$ cat config.mk
export PLATFORM = sky130hd
export DESIGN_NAME = ddc_config_regs
export DESIGN_NICKNAME = d
export VERILOG_FILES = /design/src/design/ddc_pkg.sv /design/src/design/ddc_config_regs.sv /design/src/design/ddc_chan_shaper.sv
export SDC_FILE = /design/constraint.sdc
export NUM_CORES = 1
export LEC_CHECK = 0
export BUFFER_PORTS_ARGS = -buffer_cell sky130_fd_sc_hd__buf_4
export CORE_MARGIN = 5
export CORE_UTILIZATION = 44
export DETAILED_ROUTE_END_ITERATION = 10
export GPL_TIMING_DRIVEN = 0
export PLACE_DENSITY_LB_ADDON = 0.08
export SYNTH_ARGS = -nofsm -noshare
export SYNTH_HDL_FRONTEND = slang
export SYNTH_HIERARCHICAL = 1
export SYNTH_SLANG_ARGS = --single-unit
export TNS_END_PERCENT = 100
$ cat constraint.sdc
create_clock -name I_CLK_SYS -period 5.2 [get_ports I_CLK_SYS]
set_input_delay 0.52 -clock I_CLK_SYS [delete_from_list [all_inputs] [get_ports I_CLK_SYS]]
set_output_delay 0.52 -clock I_CLK_SYS [all_outputs]
set_load 0.02 [all_outputs]
$ cat src/design/ddc_pkg.sv
// constants and types shared by the dac datapath configuration bank
package ddc_pkg;

	// ****************************************
	// widths
	// ****************************************
	localparam int ADDR_W   = 12;   // axi byte address width
	localparam int DATA_W   = 32;   // axi data width
	localparam int REG_W    = 8;    // width of every bank register
	localparam int IDX_W    = 10;   // register index width
	localparam int IDX_LSB  = 2;    // byte address = index * 4
	localparam int SAMPLE_W = 12;   // converter sample width
	localparam int LFSR_W   = 16;   // dither generator width
	localparam int PHASE_W  = 2;    // four phases per sample period

	// ****************************************
	// register indices (byte address = index * 4)
	// ****************************************
	localparam logic [IDX_W-1:0] IDX_INPUT_WORD_CONFIG     = 10'h106;
	localparam logic [IDX_W-1:0] IDX_INPUT_TERMINATION     = 10'h107;
	localparam logic [IDX_W-1:0] IDX_DITHER_AMOUNT         = 10'h140;
	localparam logic [IDX_W-1:0] IDX_OUTPUT_PULSE_FORMAT   = 10'h160;
	localparam logic [IDX_W-1:0] IDX_COARSE_OUTPUT_CURRENT = 10'h170;
	localparam logic [IDX_W-1:0] IDX_CONTROL               = 10'h1f0;
	localparam logic [IDX_W-1:0] IDX_STATUS                = 10'h1f1;

	// ****************************************
	// reset values
	// ****************************************
	localparam logic [REG_W-1:0] RST_INPUT_WORD_CONFIG     = 8'h00;
	localparam logic [REG_W-1:0] RST_INPUT_TERMINATION     = 8'h01;
	localparam logic [REG_W-1:0] RST_DITHER_AMOUNT         = 8'h00;
	localparam logic [REG_W-1:0] RST_OUTPUT_PULSE_FORMAT   = 8'h00;
	localparam logic [REG_W-1:0] RST_COARSE_OUTPUT_CURRENT = 8'h00;
	localparam logic [REG_W-1:0] RST_CONTROL               = 8'h00;

	// ****************************************
	// field positions
	// ****************************************
	localparam int RES_HI       = 6;  // resolution select
	localparam int RES_LO       = 4;
	localparam int LSB_SYNC_BIT = 0;  // strobe from data lsb
	localparam int TERM_BIT     = 0;  // 100 ohm termination
	localparam int DITH_A_LO    = 0;  // chan_a_dither_span
	localparam int DITH_B_LO    = 2;  // chan_b_dither_span
	localparam int FMT_A_LO     = 0;  // chan_a_pulse_format
	localparam int FMT_B_LO     = 4;  // chan_b_pulse_format
	localparam int CUR_A_LO     = 0;  // chan_a_coarse_level
	localparam int CUR_B_LO     = 4;  // chan_b_coarse_level
	localparam int CUR_W        = 4;
	localparam int CTRL_RUN_BIT = 0;  // datapath_run
	localparam int CTRL_DCM_BIT = 1;  // dual_clock_mode_on
	localparam int CTRL_TX_BIT  = 2;  // transmit_gate, register half
	localparam int ST_RUN_BIT   = 0;  // status: datapath running
	localparam int ST_TX_BIT    = 1;  // status: transmit gate in force
	localparam int ST_STB_BIT   = 2;  // status: alignment strobe
	localparam int ST_PH_LO     = 4;  // status: current phase

	// ****************************************
	// encodings
	// ****************************************
	typedef enum logic [1:0] {
		FMT_NRZ  = 2'b00,     // sample for the whole period
		FMT_RTI  = 2'b01,     // sample, then its inverse
		FMT_RTZ  = 2'b10,     // sample, then zero
		FMT_2XRF = 2'b11      // zero, sample, inverse, zero
	} ddc_fmt_e;

	typedef enum logic [1:0] {
		DITH_OFF = 2'b00,     // no dither
		DITH_S1  = 2'b01,     // +1 .. -2 lsb
		DITH_S2  = 2'b10,     // +3 .. -4 lsb
		DITH_S3  = 2'b11      // +7 .. -8 lsb
	} ddc_dith_e;

	localparam logic [2:0] RES_MAX_DROP = 3'h4;   // >3 means 8-bit
	localparam logic [PHASE_W-1:0] PH_Q0 = 2'h0;
	localparam logic [PHASE_W-1:0] PH_Q1 = 2'h1;
	localparam logic [PHASE_W-1:0] PH_Q2 = 2'h2;
	localparam logic [PHASE_W-1:0] PH_Q3 = 2'h3;
	localparam logic [SAMPLE_W-1:0] MIDSCALE = 12'h800; // analog zero
	localparam logic [SAMPLE_W-1:0] FULL_MASK = 12'hfff;
	localparam logic [1:0] RESP_OKAY   = 2'b00;
	localparam logic [1:0] RESP_SLVERR = 2'b10;
	localparam logic [LFSR_W-1:0] SEED_A = 16'hace1;
	localparam logic [LFSR_W-1:0] SEED_B = 16'h5b37;

endpackage : ddc_pkg

$ cat src/design/ddc_config_regs.sv
// dac datapath configuration bank with axi4-lite slave and datapath
//
// The AXI4-Lite interface to the registers was left to the implementer.
`timescale 1ns/10ps
module ddc_config_regs (
	input  wire logic                         I_CLK_SYS,   // 50 mhz
	input  wire logic                         I_RESET_N,   // sync, low
	input  wire logic                         I_AWVALID,   // aw valid
	output logic                              O_AWREADY,   // aw ready
	input  wire logic [ddc_pkg::ADDR_W-1:0]   I_AWADDR,    // aw address
	input  wire logic                         I_WVALID,    // w valid
	output logic                              O_WREADY,    // w ready
	input  wire logic [ddc_pkg::DATA_W-1:0]   I_WDATA,     // w data
	input  wire logic [3:0]                   I_WSTRB,     // w strobes
	output logic                              O_BVALID,    // b valid
	input  wire logic                         I_BREADY,    // b ready
	output logic      [1:0]                   O_BRESP,     // b response
	input  wire logic                         I_ARVALID,   // ar valid
	output logic                              O_ARREADY,   // ar ready
	input  wire logic [ddc_pkg::ADDR_W-1:0]   I_ARADDR,    // ar address
	output logic                              O_RVALID,    // r valid
	input  wire logic                         I_RREADY,    // r ready
	output logic      [ddc_pkg::DATA_W-1:0]   O_RDATA,     // r data
	output logic      [1:0]                   O_RRESP,     // r response
	input  wire logic [ddc_pkg::SAMPLE_W-1:0] I_SAMPLE_A,  // chan a word
	input  wire logic [ddc_pkg::SAMPLE_W-1:0] I_SAMPLE_B,  // chan b word
	input  wire logic                         I_ALIGN_N,   // strobe pin
	input  wire logic                         I_TX_PIN,    // transmit pin
	output logic      [ddc_pkg::SAMPLE_W-1:0] O_LEVEL_A,   // chan a out
	output logic      [ddc_pkg::SAMPLE_W-1:0] O_LEVEL_B,   // chan b out
	output logic      [ddc_pkg::PHASE_W-1:0]  O_PHASE,     // period phase
	output logic                              O_ALIGN_STB, // strobe used
	output logic                              O_TERM_ON,   // termination
	output logic      [ddc_pkg::CUR_W-1:0]    O_COARSE_A,  // chan a level
	output logic      [ddc_pkg::CUR_W-1:0]    O_COARSE_B,  // chan b level
	output logic                              O_DUAL_CLK,  // dual clock
	output logic                              O_DP_RUN     // datapath on
);

	// ****************************************
	// bus slave state
	// ****************************************
	logic                       aw_held, next_aw_held; // address taken
	logic [ddc_pkg::IDX_W-1:0]  aw_idx, next_aw_idx;   // write index
	logic                       w_held, next_w_held;   // data taken
	logic [ddc_pkg::REG_W-1:0]  w_byte, next_w_byte;   // write byte
	logic                       w_lane, next_w_lane;   // lane 0 strobe
	logic                       next_awready;          // aw ready
	logic                       next_wready;           // w ready
	logic                       next_bvalid;           // b valid
	logic [1:0]                 next_bresp;            // b response
	logic                       next_arready;          // ar ready
	logic                       next_rvalid;           // r valid
	logic [ddc_pkg::DATA_W-1:0] next_rdata;            // r data
	logic [1:0]                 next_rresp;            // r response
	logic                       commit;                // write applies
	logic [ddc_pkg::IDX_W-1:0]  ar_idx;                // read index
	logic [ddc_pkg::REG_W-1:0]  rd_byte;               // read value
	logic                       rd_hit;                // read mapped
	logic                       wr_hit;                // write mapped

	// ****************************************
	// register bank
	// ****************************************
	logic [ddc_pkg::REG_W-1:0] word_cfg, next_word_cfg;   // resolution
	logic [ddc_pkg::REG_W-1:0] term, next_term;           // termination
	logic [ddc_pkg::REG_W-1:0] dither, next_dither;       // dither spans
	logic [ddc_pkg::REG_W-1:0] fmt, next_fmt;             // pulse format
	logic [ddc_pkg::REG_W-1:0] coarse, next_coarse;       // coarse level
	logic [ddc_pkg::REG_W-1:0] ctrl, next_ctrl;           // run, tx, dcm
	logic [ddc_pkg::REG_W-1:0] status;                    // read view

	// ****************************************
	// datapath state
	// ****************************************
	logic [2:0] align_sync, next_align_sync;  // strobe pin stages
	logic [2:0] tx_sync, next_tx_sync;        // transmit pin stages
	logic       align_low, next_align_low;    // filtered strobe pin
	logic       tx_high, next_tx_high;        // filtered transmit pin
	logic [ddc_pkg::PHASE_W-1:0] next_phase;  // phase counter
	logic       next_stb;                     // strobe in use
	logic       run;                          // datapath released
	logic       tx_on;                        // pin or register
	logic       dp_reset_n;                   // datapath reset
	logic [ddc_pkg::SAMPLE_W-1:0] word_a;     // chan a word, strobe out
	logic [ddc_pkg::SAMPLE_W-1:0] word_b;     // chan b word, strobe out

	// decode only the index bits; the byte offset inside a word is ignored
	assign ar_idx = I_ARADDR[ddc_pkg::ADDR_W-1:ddc_pkg::IDX_LSB];
	assign commit = aw_held & w_held & ~O_BVALID;

	// read mux; status is read-only and reflects live datapath state
	always_comb begin
		status = '0;
		status[ddc_pkg::ST_RUN_BIT] = run;
		status[ddc_pkg::ST_TX_BIT]  = tx_on;
		status[ddc_pkg::ST_STB_BIT] = O_ALIGN_STB;
		status[ddc_pkg::ST_PH_LO +: ddc_pkg::PHASE_W] = O_PHASE;
		rd_hit  = 1'b1;
		case (ar_idx)
			ddc_pkg::IDX_INPUT_WORD_CONFIG:     rd_byte = word_cfg;
			ddc_pkg::IDX_INPUT_TERMINATION:     rd_byte = term;
			ddc_pkg::IDX_DITHER_AMOUNT:         rd_byte = dither;
			ddc_pkg::IDX_OUTPUT_PULSE_FORMAT:   rd_byte = fmt;
			ddc_pkg::IDX_COARSE_OUTPUT_CURRENT: rd_byte = coarse;
			ddc_pkg::IDX_CONTROL:               rd_byte = ctrl;
			ddc_pkg::IDX_STATUS:                rd_byte = status;
			default: begin                  // unmapped: zero, error
				rd_byte = '0;
				rd_hit  = 1'b0;
			end
		endcase
	end

	// axi handshakes; one write and one read in flight at most
	always_comb begin
		next_aw_held = aw_held;
		next_aw_idx  = aw_idx;
		next_w_held  = w_held;
		next_w_byte  = w_byte;
		next_w_lane  = w_lane;
		next_bvalid  = O_BVALID;
		next_bresp   = O_BRESP;
		next_rvalid  = O_RVALID;
		next_rdata   = O_RDATA;
		next_rresp   = O_RRESP;
		case (aw_idx)                        // status accepts and ignores
			ddc_pkg::IDX_INPUT_WORD_CONFIG, ddc_pkg::IDX_INPUT_TERMINATION,
			ddc_pkg::IDX_DITHER_AMOUNT, ddc_pkg::IDX_OUTPUT_PULSE_FORMAT,
			ddc_pkg::IDX_COARSE_OUTPUT_CURRENT, ddc_pkg::IDX_CONTROL,
			ddc_pkg::IDX_STATUS: wr_hit = 1'b1;
			default:             wr_hit = 1'b0;
		endcase
		// address and data are taken independently, in either order
		if (I_AWVALID && O_AWREADY) begin
			next_aw_held = 1'b1;
			next_aw_idx  = I_AWADDR[ddc_pkg::ADDR_W-1:ddc_pkg::IDX_LSB];
		end
		if (I_WVALID && O_WREADY) begin
			next_w_held = 1'b1;
			next_w_byte = I_WDATA[ddc_pkg::REG_W-1:0];
			next_w_lane = I_WSTRB[0];
		end
		if (O_BVALID && I_BREADY) begin
			next_bvalid = 1'b0;
		end
		if (commit) begin                    // both halves present
			next_aw_held = 1'b0;
			next_w_held  = 1'b0;
			next_bvalid  = 1'b1;
			next_bresp   = wr_hit ? ddc_pkg::RESP_OKAY :
				ddc_pkg::RESP_SLVERR;
		end
		if (O_RVALID && I_RREADY) begin
			next_rvalid = 1'b0;
		end
		if (I_ARVALID && O_ARREADY) begin
			next_rvalid = 1'b1;
			next_rdata  = {{(ddc_pkg::DATA_W-ddc_pkg::REG_W){1'b0}},
				rd_byte};
			next_rresp  = rd_hit ? ddc_pkg::RESP_OKAY :
				ddc_pkg::RESP_SLVERR;
		end
		// readies are registered, so they look one cycle ahead
		next_awready = ~next_aw_held & ~next_bvalid;
		next_wready  = ~next_w_held & ~next_bvalid;
		next_arready = ~next_rvalid;
	end

	// bus slave registers
	always_ff @(posedge I_CLK_SYS) begin
		if (!I_RESET_N) begin
			aw_held   <= 1'b0;
			aw_idx    <= '0;
			w_held    <= 1'b0;
			w_byte    <= '0;
			w_lane    <= 1'b0;
			O_AWREADY <= 1'b0;
			O_WREADY  <= 1'b0;
			O_BVALID  <= 1'b0;
			O_BRESP   <= ddc_pkg::RESP_OKAY;
			O_ARREADY <= 1'b0;
			O_RVALID  <= 1'b0;
			O_RDATA   <= '0;
			O_RRESP   <= ddc_pkg::RESP_OKAY;
		end else begin
			aw_held   <= next_aw_held;
			aw_idx    <= next_aw_idx;
			w_held    <= next_w_held;
			w_byte    <= next_w_byte;
			w_lane    <= next_w_lane;
			O_AWREADY <= next_awready;
			O_WREADY  <= next_wready;
			O_BVALID  <= next_bvalid;
			O_BRESP   <= next_bresp;
			O_ARREADY <= next_arready;
			O_RVALID  <= next_rvalid;
			O_RDATA   <= next_rdata;
			O_RRESP   <= next_rresp;
		end
	end

	// register writes; only byte lane 0 carries data
	always_comb begin
		next_word_cfg = word_cfg;
		next_term     = term;
		next_dither   = dither;
		next_fmt      = fmt;
		next_coarse   = coarse;
		next_ctrl     = ctrl;
		if (commit && w_lane) begin
			case (aw_idx)
				ddc_pkg::IDX_INPUT_WORD_CONFIG:     next_word_cfg = w_byte;
				ddc_pkg::IDX_INPUT_TERMINATION:     next_term     = w_byte;
				// no lockout: changing these live is the caller's risk
				ddc_pkg::IDX_DITHER_AMOUNT:         next_dither   = w_byte;
				ddc_pkg::IDX_OUTPUT_PULSE_FORMAT:   next_fmt      = w_byte;
				ddc_pkg::IDX_COARSE_OUTPUT_CURRENT: next_coarse   = w_byte;
				ddc_pkg::IDX_CONTROL:               next_ctrl     = w_byte;
				default: ;                          // status, unmapped
			endcase
		end
	end

	// register bank storage
	always_ff @(posedge I_CLK_SYS) begin
		if (!I_RESET_N) begin
			word_cfg <= ddc_pkg::RST_INPUT_WORD_CONFIG;
			term     <= ddc_pkg::RST_INPUT_TERMINATION;
			dither   <= ddc_pkg::RST_DITHER_AMOUNT;
			fmt      <= ddc_pkg::RST_OUTPUT_PULSE_FORMAT;
			coarse   <= ddc_pkg::RST_COARSE_OUTPUT_CURRENT;
			ctrl     <= ddc_pkg::RST_CONTROL;
		end else begin
			word_cfg <= next_word_cfg;
			term     <= next_term;
			dither   <= next_dither;
			fmt      <= next_fmt;
			coarse   <= next_coarse;
			ctrl     <= next_ctrl;
		end
	end

	// ****************************************
	// datapath control
	// ****************************************
	assign run        = ctrl[ddc_pkg::CTRL_RUN_BIT];
	assign tx_on      = ctrl[ddc_pkg::CTRL_TX_BIT] | tx_high;
	assign dp_reset_n = I_RESET_N & run;
	// with the lsb used as strobe it carries no sample weight
	assign word_a = word_cfg[ddc_pkg::LSB_SYNC_BIT] ?
		{I_SAMPLE_A[ddc_pkg::SAMPLE_W-1:1], 1'b0} : I_SAMPLE_A;
	assign word_b = word_cfg[ddc_pkg::LSB_SYNC_BIT] ?
		{I_SAMPLE_B[ddc_pkg::SAMPLE_W-1:1], 1'b0} : I_SAMPLE_B;

	// pin filters, phase counter and strobe select
	always_comb begin
		next_align_sync = {align_sync[1:0], I_ALIGN_N};
		next_tx_sync    = {tx_sync[1:0], I_TX_PIN};
		next_align_low  = align_low;
		next_tx_high    = tx_high;
		// a pin change counts once stages two and three agree
		if (align_sync[1] == align_sync[2]) begin
			next_align_low = ~align_sync[2];
		end
		if (tx_sync[1] == tx_sync[2]) begin
			next_tx_high = tx_sync[2];
		end
		next_phase = run ? O_PHASE + 2'h1 : ddc_pkg::PH_Q0;
		if (!run) begin
			next_stb = 1'b0;
		end else if (word_cfg[ddc_pkg::LSB_SYNC_BIT]) begin
			next_stb = I_SAMPLE_A[0];
		end else begin
			next_stb = next_align_low;
		end
	end

	// datapath control registers and configuration outputs
	always_ff @(posedge I_CLK_SYS) begin
		if (!I_RESET_N) begin
			align_sync  <= 3'h7;
			tx_sync     <= 3'h0;
			align_low   <= 1'b0;
			tx_high     <= 1'b0;
			O_PHASE     <= ddc_pkg::PH_Q0;
			O_ALIGN_STB <= 1'b0;
			O_TERM_ON   <= ddc_pkg::RST_INPUT_TERMINATION[ddc_pkg::TERM_BIT];
			O_COARSE_A  <= '0;
			O_COARSE_B  <= '0;
			O_DUAL_CLK  <= 1'b0;
			O_DP_RUN    <= 1'b0;
		end else begin
			align_sync  <= next_align_sync;
			tx_sync     <= next_tx_sync;
			align_low   <= next_align_low;
			tx_high     <= next_tx_high;
			O_PHASE     <= next_phase;
			O_ALIGN_STB <= next_stb;
			O_TERM_ON   <= next_term[ddc_pkg::TERM_BIT];
			// coarse fields feed the current dacs directly
			O_COARSE_A  <= next_coarse[ddc_pkg::CUR_A_LO +: ddc_pkg::CUR_W];
			O_COARSE_B  <= next_coarse[ddc_pkg::CUR_B_LO +: ddc_pkg::CUR_W];
			O_DUAL_CLK  <= next_ctrl[ddc_pkg::CTRL_DCM_BIT];
			O_DP_RUN    <= next_ctrl[ddc_pkg::CTRL_RUN_BIT];
		end
	end

	// ****************************************
	// channel shapers
	// ****************************************
	ddc_chan_shaper #(.SEED(ddc_pkg::SEED_A)) u_chan_a (
		.i_clk     (I_CLK_SYS),
		.i_reset_n (dp_reset_n),
		.i_phase   (O_PHASE),
		.i_sample  (word_a),
		.i_res     (word_cfg[ddc_pkg::RES_HI:ddc_pkg::RES_LO]),
		.i_dith    (dither[ddc_pkg::DITH_A_LO +: 2]),
		.i_fmt     (fmt[ddc_pkg::FMT_A_LO +: 2]),
		.i_tx      (tx_on),
		.o_level   (O_LEVEL_A)
	);

	ddc_chan_shaper #(.SEED(ddc_pkg::SEED_B)) u_chan_b (
		.i_clk     (I_CLK_SYS),
		.i_reset_n (dp_reset_n),
		.i_phase   (O_PHASE),
		.i_sample  (word_b),
		.i_res     (word_cfg[ddc_pkg::RES_HI:ddc_pkg::RES_LO]),
		.i_dith    (dither[ddc_pkg::DITH_B_LO +: 2]),
		.i_fmt     (fmt[ddc_pkg::FMT_B_LO +: 2]),
		.i_tx      (tx_on),
		.o_level   (O_LEVEL_B)
	);

endmodule : ddc_config_regs

$ cat src/design/ddc_chan_shaper.sv
// one converter channel: resolution, dither and pulse format
`timescale 1ns/10ps
module ddc_chan_shaper #(
	parameter logic [ddc_pkg::LFSR_W-1:0] SEED = ddc_pkg::SEED_A
) (
	input  wire logic                          i_clk,    // system clock
	input  wire logic                          i_reset_n,// sync, low
	input  wire logic [ddc_pkg::PHASE_W-1:0]   i_phase,  // period phase
	input  wire logic [ddc_pkg::SAMPLE_W-1:0]  i_sample, // input word
	input  wire logic [2:0]                    i_res,    // resolution
	input  wire logic [1:0]                    i_dith,   // dither span
	input  wire logic [1:0]                    i_fmt,    // pulse format
	input  wire logic                          i_tx,     // transmit on
	output logic      [ddc_pkg::SAMPLE_W-1:0]  o_level   // output code
);

	// ****************************************
	// state
	// ****************************************
	logic [ddc_pkg::LFSR_W-1:0]   lfsr, next_lfsr;   // dither source
	logic [ddc_pkg::SAMPLE_W-1:0] held, next_held;   // current sample
	logic [ddc_pkg::SAMPLE_W-1:0] next_level;        // next output
	logic [2:0]                   drop;              // lsbs discarded
	logic [ddc_pkg::SAMPLE_W-1:0] masked;            // truncated word
	logic signed [4:0]            dith;              // signed dither
	logic signed [13:0]           sum;               // dithered word

	// sample load, dither and phase shaping
	always_comb begin
		next_lfsr  = lfsr;
		next_held  = held;
		drop       = (i_res > ddc_pkg::RES_MAX_DROP) ?
			ddc_pkg::RES_MAX_DROP : i_res;
		masked     = i_sample & (ddc_pkg::FULL_MASK << drop);
		// a new word and a new dither value once per period
		case (ddc_pkg::ddc_dith_e'(i_dith))
			ddc_pkg::DITH_S1: dith = {{3{lfsr[1]}}, lfsr[1:0]};
			ddc_pkg::DITH_S2: dith = {{2{lfsr[2]}}, lfsr[2:0]};
			ddc_pkg::DITH_S3: dith = {lfsr[3], lfsr[3:0]};
			default:          dith = 5'sh00;
		endcase
		sum = $signed({2'b00, masked}) + 14'(dith);
		if (i_phase == ddc_pkg::PH_Q0) begin
			next_lfsr = {lfsr[14:0],
				lfsr[15] ^ lfsr[13] ^ lfsr[12] ^ lfsr[10]};
			// clamp so dither never wraps a full-scale code
			if (sum < 14'sh0000) begin
				next_held = '0;
			end else if (sum > 14'sh0fff) begin
				next_held = ddc_pkg::FULL_MASK;
			end else begin
				next_held = sum[ddc_pkg::SAMPLE_W-1:0];
			end
		end
		// shape the four phases of the period
		case (ddc_pkg::ddc_fmt_e'(i_fmt))
			ddc_pkg::FMT_NRZ: next_level = next_held;
			ddc_pkg::FMT_RTI: next_level = (i_phase < ddc_pkg::PH_Q2) ?
				next_held : ~next_held;
			ddc_pkg::FMT_RTZ: next_level = (i_phase < ddc_pkg::PH_Q2) ?
				next_held : ddc_pkg::MIDSCALE;
			ddc_pkg::FMT_2XRF: begin
				case (i_phase)
					ddc_pkg::PH_Q1: next_level = next_held;
					ddc_pkg::PH_Q2: next_level = ~next_held;
					default:        next_level = ddc_pkg::MIDSCALE;
				endcase
			end
			default: next_level = next_held;
		endcase
		// muted channel sits at analog zero
		if (!i_tx) begin
			next_level = ddc_pkg::MIDSCALE;
		end
	end

	// register stage; reset also covers datapath hold
	always_ff @(posedge i_clk) begin
		if (!i_reset_n) begin
			lfsr    <= SEED;
			held    <= ddc_pkg::MIDSCALE;
			o_level <= ddc_pkg::MIDSCALE;
		end else begin
			lfsr    <= next_lfsr;
			held    <= next_held;
			o_level <= next_level;
		end
	end

endmodule : ddc_chan_shaper

# ---- Word-level counts from Yosys, hierarchy flattened
# Cells that the tools add are included.
dict set report totals {
  ff_bits 187
  in_bits 93
  out_inout_bits 79
  wordCells 155
}
dict set report classes {
  add_sub_neg 3
  n_lt_le_gt_ge 6
  eq_ne 30
  shifts 1
  n_mux 38
  bitwise 22
  n_reduce_logical 18
}
# operator count
set op_table {}
lappend op_table {{equality test 10 x 9 -> 1 bit (second input constant)} 14}
lappend op_table {{two-way mux 12 bit} 10}
lappend op_table {{one-hot mux 12 bit (4 select lines)} 2}
lappend op_table {{one-hot mux 8 bit (7 select lines)} 1}
lappend op_table {{one-hot mux 12 bit (2 select lines)} 2}
lappend op_table {{one-hot mux 5 bit (3 select lines)} 2}
lappend op_table {{adder 13 x 5 -> 14 bit} 2}
lappend op_table {{> comparator 14 x 13 -> 1 bit (second input constant)} 2}
lappend op_table {{less-than comparator 14 x 1 -> 1 bit (second input constant)} 2}
lappend op_table {{bitwise AND 12 bit} 2}
lappend op_table {{inverter 12 bit} 2}
lappend op_table {{equality test 2 bit (second input constant)} 9}
lappend op_table {{two-way mux 8 bit} 2}
lappend op_table {{two-way mux 1 bit} 14}
lappend op_table {{AND reduction 2 bit} 7}
lappend op_table {{OR reduction 7 bit} 2}
lappend op_table {{left shift 12 x 3 -> 12 bit (first input constant)} 1}
lappend op_table {{equality test 2 x 1 -> 1 bit (second input constant)} 5}
lappend op_table {{two-way mux 2 bit} 4}
lappend op_table {{logical AND 1 bit} 6}
lappend op_table {{logical NOT 2 bit} 3}
lappend op_table {{inverter 1 bit} 6}
lappend op_table {{XOR 1 bit} 6}
lappend op_table {{bitwise AND 1 bit} 5}
lappend op_table {{other kinds (6)} 7}

# ---- Longest topological paths before layout
dict set report depth {
  word_depth 12
  mapped_depth 20
  depth_no_buf 19
}

# ---- Cells and area by module
# Netlist, hierarchy kept.
# module n_inst cells_per_inst area_per_inst_um2 seq_area_each_um2
set modules_own_cells {}
lappend modules_own_cells {ddc_config_regs 1 448 4071.4 1901.8}
lappend modules_own_cells {{ddc_chan_shaper at u_chan_b} 1 400 3339.5 800.8}
lappend modules_own_cells {{ddc_chan_shaper at u_chan_a} 1 383 3133.0 800.8}

# ---- Worst setup path before layout
# OpenSTA, ideal clock, no wires.
dict set report synth_path {
  path_type {register to register}
  from {reg dither[0] (netlist bit)}
  to {reg u_chan_a/o_level[9] (netlist bit)}
  setup_time_ps 112
  arrival_ps 3956
  required_ps 5088
  setup_slack_ps 1132
  stages_incl_launch_ff 19
  path_buffers 0
  synth_period_minus_slack_ps 4068
  cell_sequence {dfxtp_1 -> mux2_4 -> a21oi_4 -> inv_1 -> ha_1 -> or2_1 -> a21oi_1 -> a21oi_1 -> maj3_2 -> a21oi_4 -> mux2i_2 -> o221ai_2 -> inv_1 -> ha_1 -> nor2_1 -> o21ai_0 -> o21ai_0 -> mux2i_1 -> a2111oi_1}
}
dict set report synth_between {
  elab_chain_cells 10
  word_cells_on_any_way 15
  cone_classes {1 x add/sub; 2 x order compare; 3 x eq/ne; 8 x mux; 1 x bitwise}
}
# item line_no
set synth_rtl {}
lappend synth_rtl {{from (decl)} ddc_config_regs.sv:67} ;# logic [ddc_pkg::REG_W-1:0] dither, next_dither;
lappend synth_rtl {{from (signal assigned)} ddc_config_regs.sv:230} ;# dither <= ddc_pkg::RST_DITHER_AMOUNT;
lappend synth_rtl {{from (signal assigned)} ddc_config_regs.sv:237} ;# dither <= next_dither;
lappend synth_rtl {{equality test 2 bit or equality test 2 x 1 -> 1 bit (tied branches)} ddc_chan_shaper.sv:36} ;# case (ddc_pkg::ddc_dith_e'(i_dith))
lappend synth_rtl {{one-hot mux 5 bit (3 select lines) *} ddc_chan_shaper.sv:36}
lappend synth_rtl {{adder 13 x 5 -> 14 bit *} ddc_chan_shaper.sv:42} ;# sum = $signed({2'b00, masked}) + 14'(dith);
lappend synth_rtl {{> comparator 14 x 13 -> 1 bit} ddc_chan_shaper.sv:49} ;# end else if (sum > 14'sh0fff) begin
lappend synth_rtl {{two-way mux 12 bit} ddc_chan_shaper.sv:49}
lappend synth_rtl {{two-way mux 12 bit *} ddc_chan_shaper.sv:47} ;# if (sum < 14'sh0000) begin
lappend synth_rtl {{two-way mux 12 bit *} ddc_chan_shaper.sv:43} ;# if (i_phase == ddc_pkg::PH_Q0) begin
lappend synth_rtl {{net u_chan_a.next_held, one bit} ddc_chan_shaper.sv:21} ;# logic [ddc_pkg::SAMPLE_W-1:0] held, next_held;
lappend synth_rtl {{inverter 12 bit} {ddc_chan_shaper.sv:59, ddc_chan_shaper.sv:65}}
lappend synth_rtl {{one-hot mux 12 bit (2 select lines) or two-way mux 12 bit (tied branches)} {ddc_chan_shaper.sv:63, ddc_chan_shaper.sv:58}}
lappend synth_rtl {{one-hot mux 12 bit (4 select lines) *} ddc_chan_shaper.sv:56} ;# case (ddc_pkg::ddc_fmt_e'(i_fmt))
lappend synth_rtl {{to (signal assigned)} ddc_chan_shaper.sv:82} ;# o_level <= ddc_pkg::MIDSCALE;
lappend synth_rtl {{to (signal assigned)} ddc_chan_shaper.sv:86} ;# o_level <= next_level;
lappend synth_rtl {{to (decl)} ddc_chan_shaper.sv:14} ;# output logic [ddc_pkg::SAMPLE_W-1:0] o_level
# Mark *: on every way through the listed nets, which the timed path passes. The rest lies on a longest branch.
# A chain may end at the register's enable or synchronous reset.

# ---- Final worst setup path
dict set report layout_path {
  from {reg dither[0] (netlist bit)}
  to {reg u_chan_a/o_level[2] (netlist bit)}
}
# The elaborated chain is that of the path after synthesis.

==> key figures <==
Yosys
  – Netlist Area Pre-Place: approximately 11000 µm²
  – XOR/XNOR Fraction of Synth Area: 0.01744
  – Primary FF master, synth: dfxtp_1
  – Gate Count Post-Synth: approximately 1200
  – Synth area leader: dfxtp_1
  – Top-area cell type share of the netlist area: 0.3323
  – Post-synthesis sequential area ratio: 0.3323
  – EDFF count, synth: 0
  – Largest family of logic cells by synthesized area: compound AO/OA/AOI/OAI gates
  – Largest cells by area after synthesis: dfxtp_1 33%, mux2i_1 9.1%, ha_1 6.4%
  – Syn Area/Cell: about 8.6 µm²
  – Yosys warnings: 6
  – Post-Synth Simple-Gate Area: 0.1914
  – Post-Synth Adder-Cell Area: 0.07001
  – Asr flop ratio synth: 0
  – Post-synthesis compound-gate area fraction: 0.2239
  – Proportion of synthesized area in mux cells: 0.1060
  – Synth Register Bits: 175
  – Synth unique cells: 106

Worst hold path
  – Hold_sp: I_ALIGN_N
  – Class of the worst hold path: in2reg

Setup path
  – Crit path capture type: flop
  – Worst path arrival time: 5.21 ns
  – Reg2Reg Launch Point: dither[0]
  – Req. time, crit path: 5.54 ns
  – Flop2flop setup slack: 0.34 ns
  – Setup crit end: u_chan_a/o_level[2]
  – Crit path from: dither[0]
  – Worst setup SP type: flop
  – Class of the most critical setup path: reg2reg
  – Worst reg2reg path depth: 18
  – CP max FO: 8
  – RR Endpoint: u_chan_a/o_level[2]

Power
  – Tot Pwr: 2940 µW
  – Cell Pwr Density: 235.2 nW/µm²
  – LEAKAGE: 0.005592 µW
  – Peak supply drop: about 250 µV

Routing
  – Detail Route Antenna Nets: 0
  – Vias per cell: 5.338
  – Final wirelength: 28680 µm
  – DRT Pass-1 Iters: 5
  – 1st-iter DRT viols: between 500 and 600
  – Avg WL per Cell: approximately 17 µm
  – Routed via count: 9166
  – # DRC: 0

Floorplan
  – Die Width: 164.8 µm
  – Initial Utilization: 0.4479
  – # rows: 56
  – Die ar.: 27160 µm²
  – Io pins: 172
  – Core region area: 23540 µm²
  – Vert. Die Dim: 164.8 µm

Global routing
  – Vias in the first global route: 8734
  – Antenna violations before repair: 0
  – Largest net degree at the start of global routing: 20
  – Grt ovf: 0
  – Overall routing resource usage: 0.2112
  – First-pass GRT wire length: 45950 µm

Clock network
  – CTS tree: built
  – CTS H-Tree Depth: 4
  – CTS buffer count: 17
  – Hold_buf cts: 0
  – Clock slew at reported path FFs: 0.08 ns
  – Clk_lat worst skew: 0.44 ns
  – # clock sinks: 175
  – CTS Buffer Depth: 2
  – Clk root buf: clkbuf_16

Final layout
  – Fillers: 2288
  – Share of layout cells above drive strength 1: 0.1767
  – Commonest non-fill, non-tap cell in the layout: dfxtp_1
  – Layout area overhead: 18.56%
  – Final Net Count: 1534
  – Final core occ: 0.5310
  – Most frequent cells in the layout: 175 x dfxtp_1, 138 x buf_4, 126 x nor2_1, 125 x nand2_1, 96 x mux2i_1
  – Diode count: 0

Timing
  – Final Max Slew Viols: 0
  – Period utilization: 0.9351
  – Min Tclk post-route: 4.862 ns
  – Worst clock skew: about 0.018 ns
  – Max-slew headroom: 0.4682
  – FMAX: roughly 200 MHz
  – RSZ-0062 raised after global routing: no
  – Final setup viols: 0
  – Setup TNS: 0 ns
  – Worst-Margin Slew: 0.7923 ns
  – Fin. Hold Viols: 0

Flow run
  – Max Cap Viol: 0

Placed design
  – GP Congestion: between 0.8 and 0.9
  – Detailed Place HPWL: 21480 µm
  – PortBufs: 107

Status
  – Status: finished clean
cell type report:
type	instances	area (µm²)	area share
buffer	86	441.7	0.03533
sequential	175	3503	0.2803
clock inverter	15	191.4	0.01531
tap	319	399.1	0.03193
inverter	47	176.4	0.01411
clock buffer	17	425.4	0.03403
multi-input combinational	948	6538	0.5230
timing repair buffer	110	825.8	0.06606
Yosys cell counts (all sizes together), types with 28 or more instances:
cell type,n
mux2i,97
clkbuf,49
and2,28
nor2,127
buf,37
a21oi,78
nor2b,38
inv,46
dfxtp,175
o21ai,82
nand2,126
ha,54
how the worst min path moves through the flow:
stage,cells past startpoint,endpoint,slack [ns]
floorplan,1,align_sync[1],0.39
global placement,1,align_sync[1],0.39
detailed placement,1,align_sync[1],0.40
CTS,2,align_sync[0],0.25
global route,2,align_sync[0],0.25
finish,2,align_sync[0],0.26
state kept, by name, summed over array words and instances (netlist names), 2 cells and up:
name / cells
u_chan_a/lfsr: 16
u_chan_b/lfsr: 16
u_chan_a/held: 12
u_chan_a/o_level: 12
u_chan_b/held: 12
u_chan_b/o_level: 12
aw_idx: 10
O_RDATA: 8
coarse: 8
ctrl: 8
dither: 8
fmt: 8
term: 8
w_byte: 8
word_cfg: 8
align_sync: 3
tx_sync: 3
O_PHASE: 2
where the power goes:
| part | internal (µW) | switching, µW |
|---|---|---|
| combinational | 114 | 138 |
| clock | 696 | 624 |
| sequential | 1350 | 16.0 |
per-layer routing:
layer / wire, µm / global-route usage / vias to the layer above
met5: 0 / 0 / -
met4: 437 / 0.04915 / 0
met3: 1605 / 0.03868 / 25
met2: 12820 / 0.3360 / 257
met1: 13820 / 0.2981 / 4242
li1: - / - / 4642
logic make-up (layout without fill, tap and decap cells):
logic type	count (synthesis)	count (layout)
DFF	175	175
muxes	109	109
AOI/OAI and AO/OA	327	327
xor gates and xnor gates	21	21
other	1	26
and+or+nand+nor	407	407
buffers and inverters	133	275
adders and majority gates	58	58
timing repair:
action | in CTS | in global routing
setup buffers | 0 | 3
endpoints found under the setup margin | 0 | 7
gates resized for setup | 0 | 4
stage by stage:
stage               hold WS (ns)  instance area [µm²]  setup slack, ns  std cells
finish                    0.2607                12500           0.3375       1717
global route              0.2506                12500          0.02154       1717
CTS                       0.2456                12460           0.1881       1714
detailed placement        0.3976                11840           0.2204       1682
global placement          0.3925                11840           0.2637       1682
floorplan                 0.3863                10640            1.132       1256
worst max-delay path: stages (launching register included):
cell	delay (ns)
dfxtp_1	0.50
mux2_4	0.37
a21oi_4	0.20
inv_1	0.18
ha_1	0.40
or2_1	0.24
a21oi_1	0.14
a21oi_1	0.13
maj3_2	0.42
a21oi_4	0.28
mux2i_1	0.44
o21ai_0	0.27
and2_1	0.27
inv_1	0.07
ha_1	0.22
a21boi_0	0.19
o22a_1	0.18
a31oi_1	0.06
a311oi_1	0.22
No activity file was read; power rests on OpenSTA's default activity.
